**src/prl_defs.svh**
```systemverilog
// constants of the register init and lock block: offsets, fields, resets, timing
// assumes inclusion by bare name from the package and the design file
`ifndef PRL_DEFS_SVH
`define PRL_DEFS_SVH

`define PRL_NCELL 12
`define PRL_DW 16
`define PRL_AW 3
`define PRL_PAT_DEPTH 8
`define PRL_PAT_IW 3

// register offsets (word index on the plain port)
`define PRL_ADDR_CTRL 3'h0
`define PRL_ADDR_STATUS 3'h1
`define PRL_ADDR_STATE 3'h2
`define PRL_ADDR_POLARITY 3'h3
`define PRL_ADDR_CLKSEL 3'h4
`define PRL_ADDR_BYPASS 3'h5
`define PRL_ADDR_PAT_INDEX 3'h6
`define PRL_ADDR_PAT_DATA 3'h7

// control bits
`define PRL_CTRL_PRELOAD_MODE 0
`define PRL_CTRL_SECURE 1
`define PRL_CTRL_ERASE 2
`define PRL_CTRL_PRELOAD_GO 3

// status bits
`define PRL_STAT_READY 0
`define PRL_STAT_SECURE 1
`define PRL_STAT_PRELOAD_MODE 2

// unconfigured values restored by reset and erase, and the locked readback value
`define PRL_POL_RESET 12'hFFF
`define PRL_CLKSEL_RESET 12'hFFF
`define PRL_BYPASS_RESET 12'h000
`define PRL_PAT_RESET 16'h0000
`define PRL_DISCONNECTED 16'hFFFF

// power-up register reset time
`define PRL_PUR_TIME_NS 1000
`define PRL_CLK_MHZ 200
`define PRL_PUR_CYCLES ((`PRL_PUR_TIME_NS * `PRL_CLK_MHZ) / 1000)

`endif

```
**src/prl_pkg.sv**
```systemverilog
// types of the register init and lock block
// assumes prl_defs.svh is on the include path
`include "prl_defs.svh"

package prl_pkg;

  // one register port access
  typedef struct packed {
    logic [`PRL_AW-1:0] addr;
    logic [`PRL_DW-1:0] wdata;
    logic wr;
    logic rd;
  } prl_bus_t;

  // drive of the twelve macrocell pins
  typedef struct packed {
    logic [`PRL_NCELL-1:0] out;
    logic [`PRL_NCELL-1:0] oe;
  } prl_pins_t;

  typedef enum logic [1:0] {
    PRL_POR = 2'h1,
    PRL_RUN = 2'h2
  } prl_state_t;

endpackage

```
**src/prl_core.sv**
```systemverilog
// macrocell output registers with power-up clear, pin preload and design lock
// assumes the array drives sop_in, oe_term and the two terms on this clock;
// clock pins and pin readback arrive from outside and are synchronised here
`timescale 1ns/1ps
`include "prl_defs.svh"

module prl_core (
  // clock and reset
  input wire logic clock,
  input wire logic resetn,
  // register port
  input wire prl_pkg::prl_bus_t bus,
  output logic [`PRL_DW-1:0] rdata,
  // array terms
  input wire logic [`PRL_NCELL-1:0] sop_in,
  input wire logic [`PRL_NCELL-1:0] oe_term,
  input wire logic sync_set_term,
  input wire logic async_clear_term,
  // clock pins and macrocell pins
  input wire logic clk_a_pin,
  input wire logic clk_b_pin,
  input wire logic [`PRL_NCELL-1:0] pin_in,
  output prl_pkg::prl_pins_t pins,
  // state
  output logic ready
);

  ////////////////////////////////////////////////////////////////////////////
  // pin synchronisers; stage one is read only by stage two
  logic clk_a_s1, clk_a_s2, clk_a_s3;
  logic clk_b_s1, clk_b_s2, clk_b_s3;
  logic [`PRL_NCELL-1:0] pin_s1, pin_s2;

  always_ff @(posedge clock or negedge resetn) begin
    if (!resetn) begin
      clk_a_s1 <= 1'b0;
      clk_a_s2 <= 1'b0;
      clk_a_s3 <= 1'b0;
      clk_b_s1 <= 1'b0;
      clk_b_s2 <= 1'b0;
      clk_b_s3 <= 1'b0;
      pin_s1 <= 12'h000;
      pin_s2 <= 12'h000;
    end else begin
      clk_a_s1 <= clk_a_pin;
      clk_a_s2 <= clk_a_s1;
      clk_a_s3 <= clk_a_s2;
      clk_b_s1 <= clk_b_pin;
      clk_b_s2 <= clk_b_s1;
      clk_b_s3 <= clk_b_s2;
      pin_s1 <= pin_in;
      pin_s2 <= pin_s1;
    end
  end

  logic edge_a, edge_b;
  assign edge_a = clk_a_s2 & ~clk_a_s3;
  assign edge_b = clk_b_s2 & ~clk_b_s3;

  ////////////////////////////////////////////////////////////////////////////
  // control state, configuration and pattern store
  prl_pkg::prl_state_t state, next_state;
  logic [7:0] por_cnt, next_por_cnt;
  logic preload_mode, next_preload_mode;
  logic secure, next_secure;
  logic [`PRL_NCELL-1:0] polarity, next_polarity;
  logic [`PRL_NCELL-1:0] clksel, next_clksel;
  logic [`PRL_NCELL-1:0] bypass, next_bypass;
  logic [`PRL_PAT_IW-1:0] pat_index, next_pat_index;
  logic [`PRL_DW-1:0] pattern [`PRL_PAT_DEPTH];
  logic [`PRL_DW-1:0] next_pattern [`PRL_PAT_DEPTH];
  logic [`PRL_DW-1:0] next_rdata;
  logic ctrl_wr, erase_hit, preload_hit;
  logic [`PRL_NCELL-1:0] q;

  assign ctrl_wr = bus.wr && (bus.addr == `PRL_ADDR_CTRL);
  assign erase_hit = ctrl_wr && bus.wdata[`PRL_CTRL_ERASE];
  // a preload request in the same write as the lock still loads; only a lock already set blocks it
  assign preload_hit = ctrl_wr && bus.wdata[`PRL_CTRL_PRELOAD_GO] && preload_mode && !secure;

  always_comb begin
    next_state = state;
    next_por_cnt = por_cnt;
    next_preload_mode = preload_mode;
    next_secure = secure;
    next_polarity = polarity;
    next_clksel = clksel;
    next_bypass = bypass;
    next_pat_index = pat_index;
    next_pattern = pattern;
    next_rdata = 16'h0000;
    unique case (state)
      prl_pkg::PRL_POR: begin
        next_por_cnt = por_cnt + 8'h01;
        if (por_cnt == 8'(`PRL_PUR_CYCLES - 1)) begin
          next_state = prl_pkg::PRL_RUN;
        end
      end
      prl_pkg::PRL_RUN: begin
        next_por_cnt = por_cnt;
      end
    endcase
    if (erase_hit) begin
      // whole pattern goes with the lock, never the lock alone
      next_secure = 1'b0;
      next_preload_mode = 1'b0;
      next_polarity = `PRL_POL_RESET;
      next_clksel = `PRL_CLKSEL_RESET;
      next_bypass = `PRL_BYPASS_RESET;
      next_pat_index = 3'h0;
      for (int i = 0; i < `PRL_PAT_DEPTH; i++) begin
        next_pattern[i] = `PRL_PAT_RESET;
      end
    end else if (bus.wr) begin
      unique case (bus.addr)
        `PRL_ADDR_CTRL: begin
          if (bus.wdata[`PRL_CTRL_SECURE]) begin
            next_secure = 1'b1;
          end
          next_preload_mode = bus.wdata[`PRL_CTRL_PRELOAD_MODE] && !secure && !bus.wdata[`PRL_CTRL_SECURE];
        end
        `PRL_ADDR_POLARITY: if (!secure) next_polarity = bus.wdata[`PRL_NCELL-1:0];
        `PRL_ADDR_CLKSEL: if (!secure) next_clksel = bus.wdata[`PRL_NCELL-1:0];
        `PRL_ADDR_BYPASS: if (!secure) next_bypass = bus.wdata[`PRL_NCELL-1:0];
        `PRL_ADDR_PAT_INDEX: next_pat_index = bus.wdata[`PRL_PAT_IW-1:0];
        `PRL_ADDR_PAT_DATA: if (!secure) next_pattern[pat_index] = bus.wdata;
        default: next_pat_index = pat_index;
      endcase
    end
    if (bus.rd) begin
      unique case (bus.addr)
        `PRL_ADDR_CTRL: next_rdata = {15'h0000, preload_mode};
        `PRL_ADDR_STATUS: next_rdata = {13'h0000, preload_mode, secure, state == prl_pkg::PRL_RUN};
        `PRL_ADDR_STATE: next_rdata = {4'h0, q};
        // configuration hides behind the lock like the array
        `PRL_ADDR_POLARITY: next_rdata = secure ? `PRL_DISCONNECTED : {4'h0, polarity};
        `PRL_ADDR_CLKSEL: next_rdata = secure ? `PRL_DISCONNECTED : {4'h0, clksel};
        `PRL_ADDR_BYPASS: next_rdata = secure ? `PRL_DISCONNECTED : {4'h0, bypass};
        `PRL_ADDR_PAT_INDEX: next_rdata = {13'h0000, pat_index};
        `PRL_ADDR_PAT_DATA: next_rdata = secure ? `PRL_DISCONNECTED : pattern[pat_index];
        default: next_rdata = 16'h0000;
      endcase
    end
  end

  always_ff @(posedge clock or negedge resetn) begin
    if (!resetn) begin
      state <= prl_pkg::PRL_POR;
      por_cnt <= 8'h00;
      preload_mode <= 1'b0;
      secure <= 1'b0;
      polarity <= `PRL_POL_RESET;
      clksel <= `PRL_CLKSEL_RESET;
      bypass <= `PRL_BYPASS_RESET;
      pat_index <= 3'h0;
      rdata <= 16'h0000;
      for (int i = 0; i < `PRL_PAT_DEPTH; i++) begin
        pattern[i] <= `PRL_PAT_RESET;
      end
    end else begin
      state <= next_state;
      por_cnt <= next_por_cnt;
      preload_mode <= next_preload_mode;
      secure <= next_secure;
      polarity <= next_polarity;
      clksel <= next_clksel;
      bypass <= next_bypass;
      pat_index <= next_pat_index;
      rdata <= next_rdata;
      pattern <= next_pattern;
    end
  end

  assign ready = (state == prl_pkg::PRL_RUN);

  ////////////////////////////////////////////////////////////////////////////
  // macrocell flip-flops; the clear term is a second asynchronous reset
  logic mc_clear_n;
  logic [`PRL_NCELL-1:0] next_q, cell_edge, cell_val;
  prl_pkg::prl_pins_t next_pins;

  assign mc_clear_n = resetn & ~async_clear_term;
  assign cell_edge = (clksel & {`PRL_NCELL{edge_a}}) | (~clksel & {`PRL_NCELL{edge_b}});

  always_comb begin
    next_q = q;
    if (state == prl_pkg::PRL_POR) begin
      next_q = 12'h000;
    end else if (preload_hit) begin
      next_q = pin_s2;
    end else begin
      for (int i = 0; i < `PRL_NCELL; i++) begin
        if (cell_edge[i]) begin
          next_q[i] = sync_set_term ? 1'b1 : sop_in[i];
        end
      end
    end
    cell_val = (bypass & sop_in) | (~bypass & q);
    // polarity sits after the flop, so set and clear never see it
    next_pins.out = ~(cell_val ^ polarity);
    // pins released while the tester drives preload values
    next_pins.oe = preload_mode ? 12'h000 : oe_term;
  end

  always_ff @(posedge clock or negedge mc_clear_n) begin
    if (!mc_clear_n) begin
      q <= 12'h000;
    end else begin
      q <= next_q;
    end
  end

  always_ff @(posedge clock or negedge resetn) begin
    if (!resetn) begin
      pins <= '0;
    end else begin
      pins <= next_pins;
    end
  end
endmodule

```
**config.mk**
```make
export PLATFORM = sky130hd
export DESIGN_NAME = prl_core
export DESIGN_NICKNAME = d
export VERILOG_FILES = /design/src/prl_pkg.sv /design/src/prl_core.sv
export VERILOG_INCLUDE_DIRS = /design/src
export SDC_FILE = /design/constraint.sdc
export NUM_CORES = 1
export LEC_CHECK = 0
export ABC_AREA = 0
export BUFFER_PORTS_ARGS = -buffer_cell sky130_fd_sc_hd__buf_2
export CAP_MARGIN = 20
export CORE_MARGIN = 10
export CORE_UTILIZATION = 40
export CTS_CLUSTER_DIAMETER = 30
export DETAILED_ROUTE_END_ITERATION = 16
export PLACE_DENSITY = 0.68
export SLEW_MARGIN = 20
export SYNTH_ARGS = -nofsm -noshare
export SYNTH_HDL_FRONTEND = slang
export SYNTH_SLANG_ARGS = --single-unit
```
**constraint.sdc**
```tcl
create_clock -name clock -period 2.8 [get_ports clock]
set_clock_uncertainty 0.05 [all_clocks]
set_input_delay 0.14 -clock clock [delete_from_list [all_inputs] [get_ports clock]]
set_output_delay 0.14 -clock clock [all_outputs]
set_load 0.05 [all_outputs]
```
**Yosys cells after proc, flatten, opt, wreduce, memory -nomap -nowiden**

Cells that the tools add are included.

- Register bits: 261
- Word-level logic and storage cells: 173

- Add/sub/neg operators: 1
- $lt $le $gt $ge: 2
- Eq/ne operators: 11
- Mux-type cells: 64
- Bitwise gates (word level): 17
- Reductions and logical operators: 39

Operators with widths:

| kind | number |
|---|---|
| $mux W128 | 4 |
| $mux W12 | 13 |
| $bwmux W128 | 1 |
| $mux W16 | 8 |
| $pmux W16 S8 | 1 |
| $and A12 B12 Y12 | 4 |
| $bmux W16 S3 | 1 |
| $demux W16 S3 | 1 |
| $not A12 Y12 | 3 |
| $reduce_bool A3 Y1 | 12 |
| $mux W1 | 31 |
| $or A12 B12 Y12 | 2 |
| $reduce_bool A2 Y1 | 8 |
| $reduce_and A3 Y1 | 5 |
| $eq A3 B3 Y1 const B | 4 |
| $xor A12 B12 Y12 | 1 |
| $mux W3 | 3 |
| $add A8 B1 Y8 const B | 1 |
| $eq A8 B8 Y1 const B | 1 |
| $logic_and A1 B1 Y1 | 8 |
| $mux W8 | 1 |
| $eq A3 B2 Y1 const B | 2 |
| $reduce_and A2 Y1 | 3 |
| $ge A4 B4 Y1 const B | 1 |
| other kinds (10) | 15 |

**Depth between registers and ports, before layout**

- Word-level depth: 10
- Mapped depth: 8

**Least setup slack after synthesis**

Ideal clock, no wire load.

- Path kind: register to register
- Start point: reg secure
- End point: reg pattern[10] (netlist bit)
- Arrival: 1.531 ns
- Data required time: 2.614 ns
- Slack: 1.083 ns
- Cell stages (with the launch flop): 9
- Cells stage by stage: dfrtp_1 > buf_6 > and3b_2 > and4_1 > buf_4 > nand3_2 > buf_4 > nand2_1 > a21oi_1

- Longest elaborated chain between the ends: 2

RTL lines:

| item | line | RTL |
|---|---|---|
| start: declaration | prl_core.sv:65 | `logic secure, next_secure;` |
| start signal: assignment | prl_core.sv:164 | `secure <= next_secure;` |
| $ne A2 B1 Y1 (no line) | -- |  |
| $reduce_and A3 Y1 (no line) | -- |  |
| end signal: indexed assignment | prl_core.sv:158 | `` pattern[i] <= `PRL_PAT_RESET; `` |
| end signal: assignment | prl_core.sv:170 | `pattern <= next_pattern;` |
| end: declaration | prl_core.sv:70 | `` logic [`PRL_DW-1:0] pattern [`PRL_PAT_DEPTH]; `` |

Every way passes these cells.
A chain may end at the register's enable or synchronous reset.

**Worst setup path after layout**

- Start point: reg pat_index[1]
- End point: reg pattern[7] (netlist bit)

- Longest elaborated chain between the ends: 10
- Elaborated cells on any way between the ends: 11

RTL lines:

| item | line | RTL |
|---|---|---|
| start: declaration | prl_core.sv:69 | `` logic [`PRL_PAT_IW-1:0] pat_index, next_pat_index; `` |
| start signal: assignment | prl_core.sv:168 | `pat_index <= next_pat_index;` |
| $not A3 Y4 (not written as such) * | prl_core.sv:126 | `` `PRL_ADDR_PAT_DATA: if (!secure) next_pattern[pat_index] = bus.wdata; `` |
| $ge A4 B4 Y1 (not written as such) or $lt A4 B1 Y1 (tied branches) | prl_core.sv:126 |  |
| $logic_and A1 B1 Y1 (not written as such) | prl_core.sv:126 |  |
| $mux W16 (not written as such) | prl_core.sv:126 |  |
| $demux W16 S3 * | prl_core.sv:126 |  |
| $bwmux W128 * | prl_core.sv:126 |  |
| $mux W128 * | prl_core.sv:126 |  |
| $mux W128 * | prl_core.sv:115 | `unique case (bus.addr)` |
| $mux W128 * | prl_core.sv:114 | `end else if (bus.wr) begin` |
| $mux W128 * | prl_core.sv:103 | `if (erase_hit) begin` |

Every way passes the cells marked *; elsewhere a longest branch is shown, timed or not. The select of a mux whose other input is x is not followed.

==> impl_metrics.csv <==
group,metric,value,unit
route,drt-initial-drc-count,905,
cells_and_area,nets,1373,
critical_path,worstSetupPathType,"flop to flop",
logic_synthesis,netlist_top_cells_count,"236 x dfrtp_1, 183 x nand2_1, 129 x mux2i_1",
place,dp_cells,1593,
timing,period_needed,2.32,ns
logic_synthesis,synthTopCellsByArea,"dfrtp_1 49%, mux2i_1 11%, nand2_1 5.7%",
global_route,grt_max_degree,83,
timing,max_slew_margin,24.6,%
critical_path,cp-start-kind,"flop",
route,antenna_left,0,
place,io_buffers,103,
critical_path,required,3.15,ns
critical_path,cp_slowest_stage_delay,0.76,ns
floorplanning,rows,63,
logic_synthesis,synth_warnings,0,
job,cap_viol_max_count,0,
timing,fin_tns_setup,0,ns
global_route,grt_pass1_wl,54700,um
cells_and_area,fillers,2572,
global_route,grt_pass1_vias,9798,
clocking,cts_resized,0,
clocking,cts_max_path_buffers,3,
global_route,antenna_found_initial,0,
route,vias,9476,
cells_and_area,fin_cells,1736,
clocking,cts_max_level,2,
route,first_pass_iters,5,
logic_synthesis,yosysUniqueCellTypes,58,
logic_synthesis,synth_area_leader_cell,"dfrtp_1",
route,wl,33900,um
floorplanning,coreArea,0.0297,sq mm
power,ir_drop,0.415,mV
cells_and_area,antenna_cells,0,
global_route,grt.met3_usage,3.48,%
min_path,min_path_type,"input pin to flop",
cells_and_area,drive_above_1_share,21.6,%
logic_synthesis,synth_top_area_share,49.0,%
place,place_ws,0.548,ns
route,wire_per_inst,19.6,um
global_route,use_met1,23.3,%
place,gp_congestion,0.828,
timing,drv_slew,0,
timing,fmax,431,MHz
power,pwr-share-comb,17.5,%
floorplanning,die_h,194,um
power,p_sw,3.88,mW
route,via_per_inst,5.46,
timing,setup_viol,0,
logic_synthesis,ys_seq_area_share,54.4,%
clocking,clock_latency,0.54,ns
clocking,cts_tree,"done",
power,p_sw_share,29.3,%
global_route,gr-max-usage-layer,"met2",
timing,worstMarginPinSlew,1.13,ns
floorplanning,pin_count,104,
critical_path,worstPathBufferInverterCount,0,
logic_synthesis,synthCells,1157,
critical_path,worst_setup_path_end_kind,"flop",
route,drcViolationCount,0,
logic_synthesis,syn_nets,1221,
power,p_seq_share,36.1,%
clocking,numCtsBuffers,47,
floorplanning,start_util,40.6,%
critical_path,crit_family,"simple AND/OR/NAND/NOR gates",
clocking,cts_sinks,261,
timing,rsz0062_at_grt,"false",
power,leakage,6.96,nW
place,hpwl,22000,um
floorplanning,die_w,194,um
cells_and_area,area_growth,26.4,%
status,status,"finished clean",
floorplanning,die_area,0.0375,sq mm
logic_synthesis,synth.most_common_cell,"dfrtp_1",
critical_path,path_max_fanout,27,
timing,finalHoldViolations,0,
global_route,grt_usage,17.7,%
global_route,grt_use_met2,28.6,%
power,clkPwrFrac,46.4,%
global_route,gr-total-overflow,0,
clocking,cts_hold_buf,57,
clocking,root_buffer,"clkbuf_16",
critical_path,crit_slowest_cell,"dfrtp_2",
timing,worst_slack,0.478,ns
logic_synthesis,synth-seq-cells,261,
clocking,clk_pin_slew,0.05,ns
logic_synthesis,avgSynthCellArea,10.4,sq um
logic_synthesis,syn-cell-area,0.0121,sq mm
power,p_per_area,870,mW/mm^2
power,internal_power,9.38,mW
clocking,postCtsSetupRepairBufs,0,
critical_path,critPathArrivalTime,2.67,ns
critical_path,path_cells,"and4_1 > nand3_2 > nand2_1 > a21oi_1",
timing,finalCritPeriodShare,82.9,%
logic_synthesis,postSynth.asyncResetShare,100,%
logic_synthesis,synth_ff_type,"dfrtp_1",
logic_synthesis,synth_edf_count,0,
==> per-stage QoR <==
step	area, sq um	power (mW)	hold slack, ns	util [%]
2_1_floorplan	12100	6.35	-0.206	-
3_3_place_gp	12900	7.02	0.0601	43.6
3_5_place_dp	12900	7.07	0.0668	43.6
4_1_cts	15200	13.3	0.0245	51.3
5_1_grt	15200	13.8	0.0550	51.3
6_report	15200	13.3	0.0580	51.3
==> final timing paths <==
kind	start	slack, ns	cells after the start	endpoint
hold reg to reg	pin_s1[6]$_DFF_PN0_	0.30	0	pin_s2[6]$_DFF_PN0_
max in group asynchronous	resetn	1.75	3	pattern[101]$_DFFE_PN0P_
setup reg to reg	pat_index[1]$_DFFE_PN0P_	0.48	4	pattern[7]$_DFFE_PN0P_
hold / removal	bus[20]	0.06	2	rdata[1]$_DFF_PN0_
min in group asynchronous	resetn	0.09	2	por_cnt[6]$_DFFE_PN0N_
setup / recovery	pat_index[1]$_DFFE_PN0P_	0.48	4	pattern[7]$_DFFE_PN0P_
==> routing by layer <==
layer	vias up	wire length, um
met4	0	754
met5	-	0
li1	4301	-
met2	383	16100
met1	4731	14700
met3	61	2380
==> sequential cells by signal, summed over array words and instances (netlist names) <==
name	flops
clksel	12
pin_s2	12
clk_a_s3	1
secure	1
pins	24
rdata	16
q	12
polarity	12
pin_s1	12
clk_a_s1	1
por_cnt	8
pattern	128
state	2
clk_b_s1	1
clk_b_s3	1
clk_a_s2	1
pat_index	3
preload_mode	1
bypass	12
clk_b_s2	1
==> power groups by stage <==
stage	clock (mW)	combinational (mW)	sequential, mW
after CTS	6.24	2.32	4.78
final	6.15	2.32	4.78
after floorplan	0	1.23	5.13
after global placement	0	2.21	4.81
after detailed placement	0	2.25	4.83
after global routing	6.43	2.53	4.85
==> placed cells by master, fill, tap and decap left out, types with 5 or more instances in the layout <==
cell type and count:
inv_6 6, buf_4 32, nor3_1 10, mux2i_1 129, nand2b_1 8, o22ai_1 14
dfstp_2 25, dlygate4sd3_1 57, nor2_1 113, o211ai_1 7, mux2_2 13, a21oi_1 68
a31oi_1 8, o22a_1 23, xnor2_1 7, o21ai_0 52, nand2_1 183, xor2_1 12
inv_1 19, bufinv_16 10, clkinv_2 7, clkbuf_16 48, dfrtp_1 235, a221oi_1 7
buf_12 5, a22oi_1 5, mux4_2 10, nor2b_1 27, buf_2 102, nand3_1 28
a211oi_1 10
==> final cells by class <==
type | instances | area, sq um | share of cell area (%)
clock buffer | 52 | 1240 | 8.11
clock inverter | 34 | 492 | 3.22
inverter | 20 | 75.1 | 0.492
multi-input combinational | 782 | 4960 | 32.5
sequential | 261 | 6560 | 43.0
tap | 390 | 488 | 3.20
timing repair buffer | 197 | 1440 | 9.42
==> kinds of logic (layout without fill, tap and decap cells) <==
| kind of cell | count (synthesis) | count (layout) | share of synthesized area, % |
|---|---|---|---|
| fa+ha+maj | 1 | 1 | 0.104 |
| compound gates | 212 | 212 | 11.0 |
| mux | 152 | 152 | 13.8 |
| simple gates | 398 | 398 | 14.7 |
| buf+inv | 114 | 303 | 4.62 |
| flops | 261 | 261 | 54.4 |
| xor+xnor | 19 | 19 | 1.38 |
(Power assumes the default switching activity.)
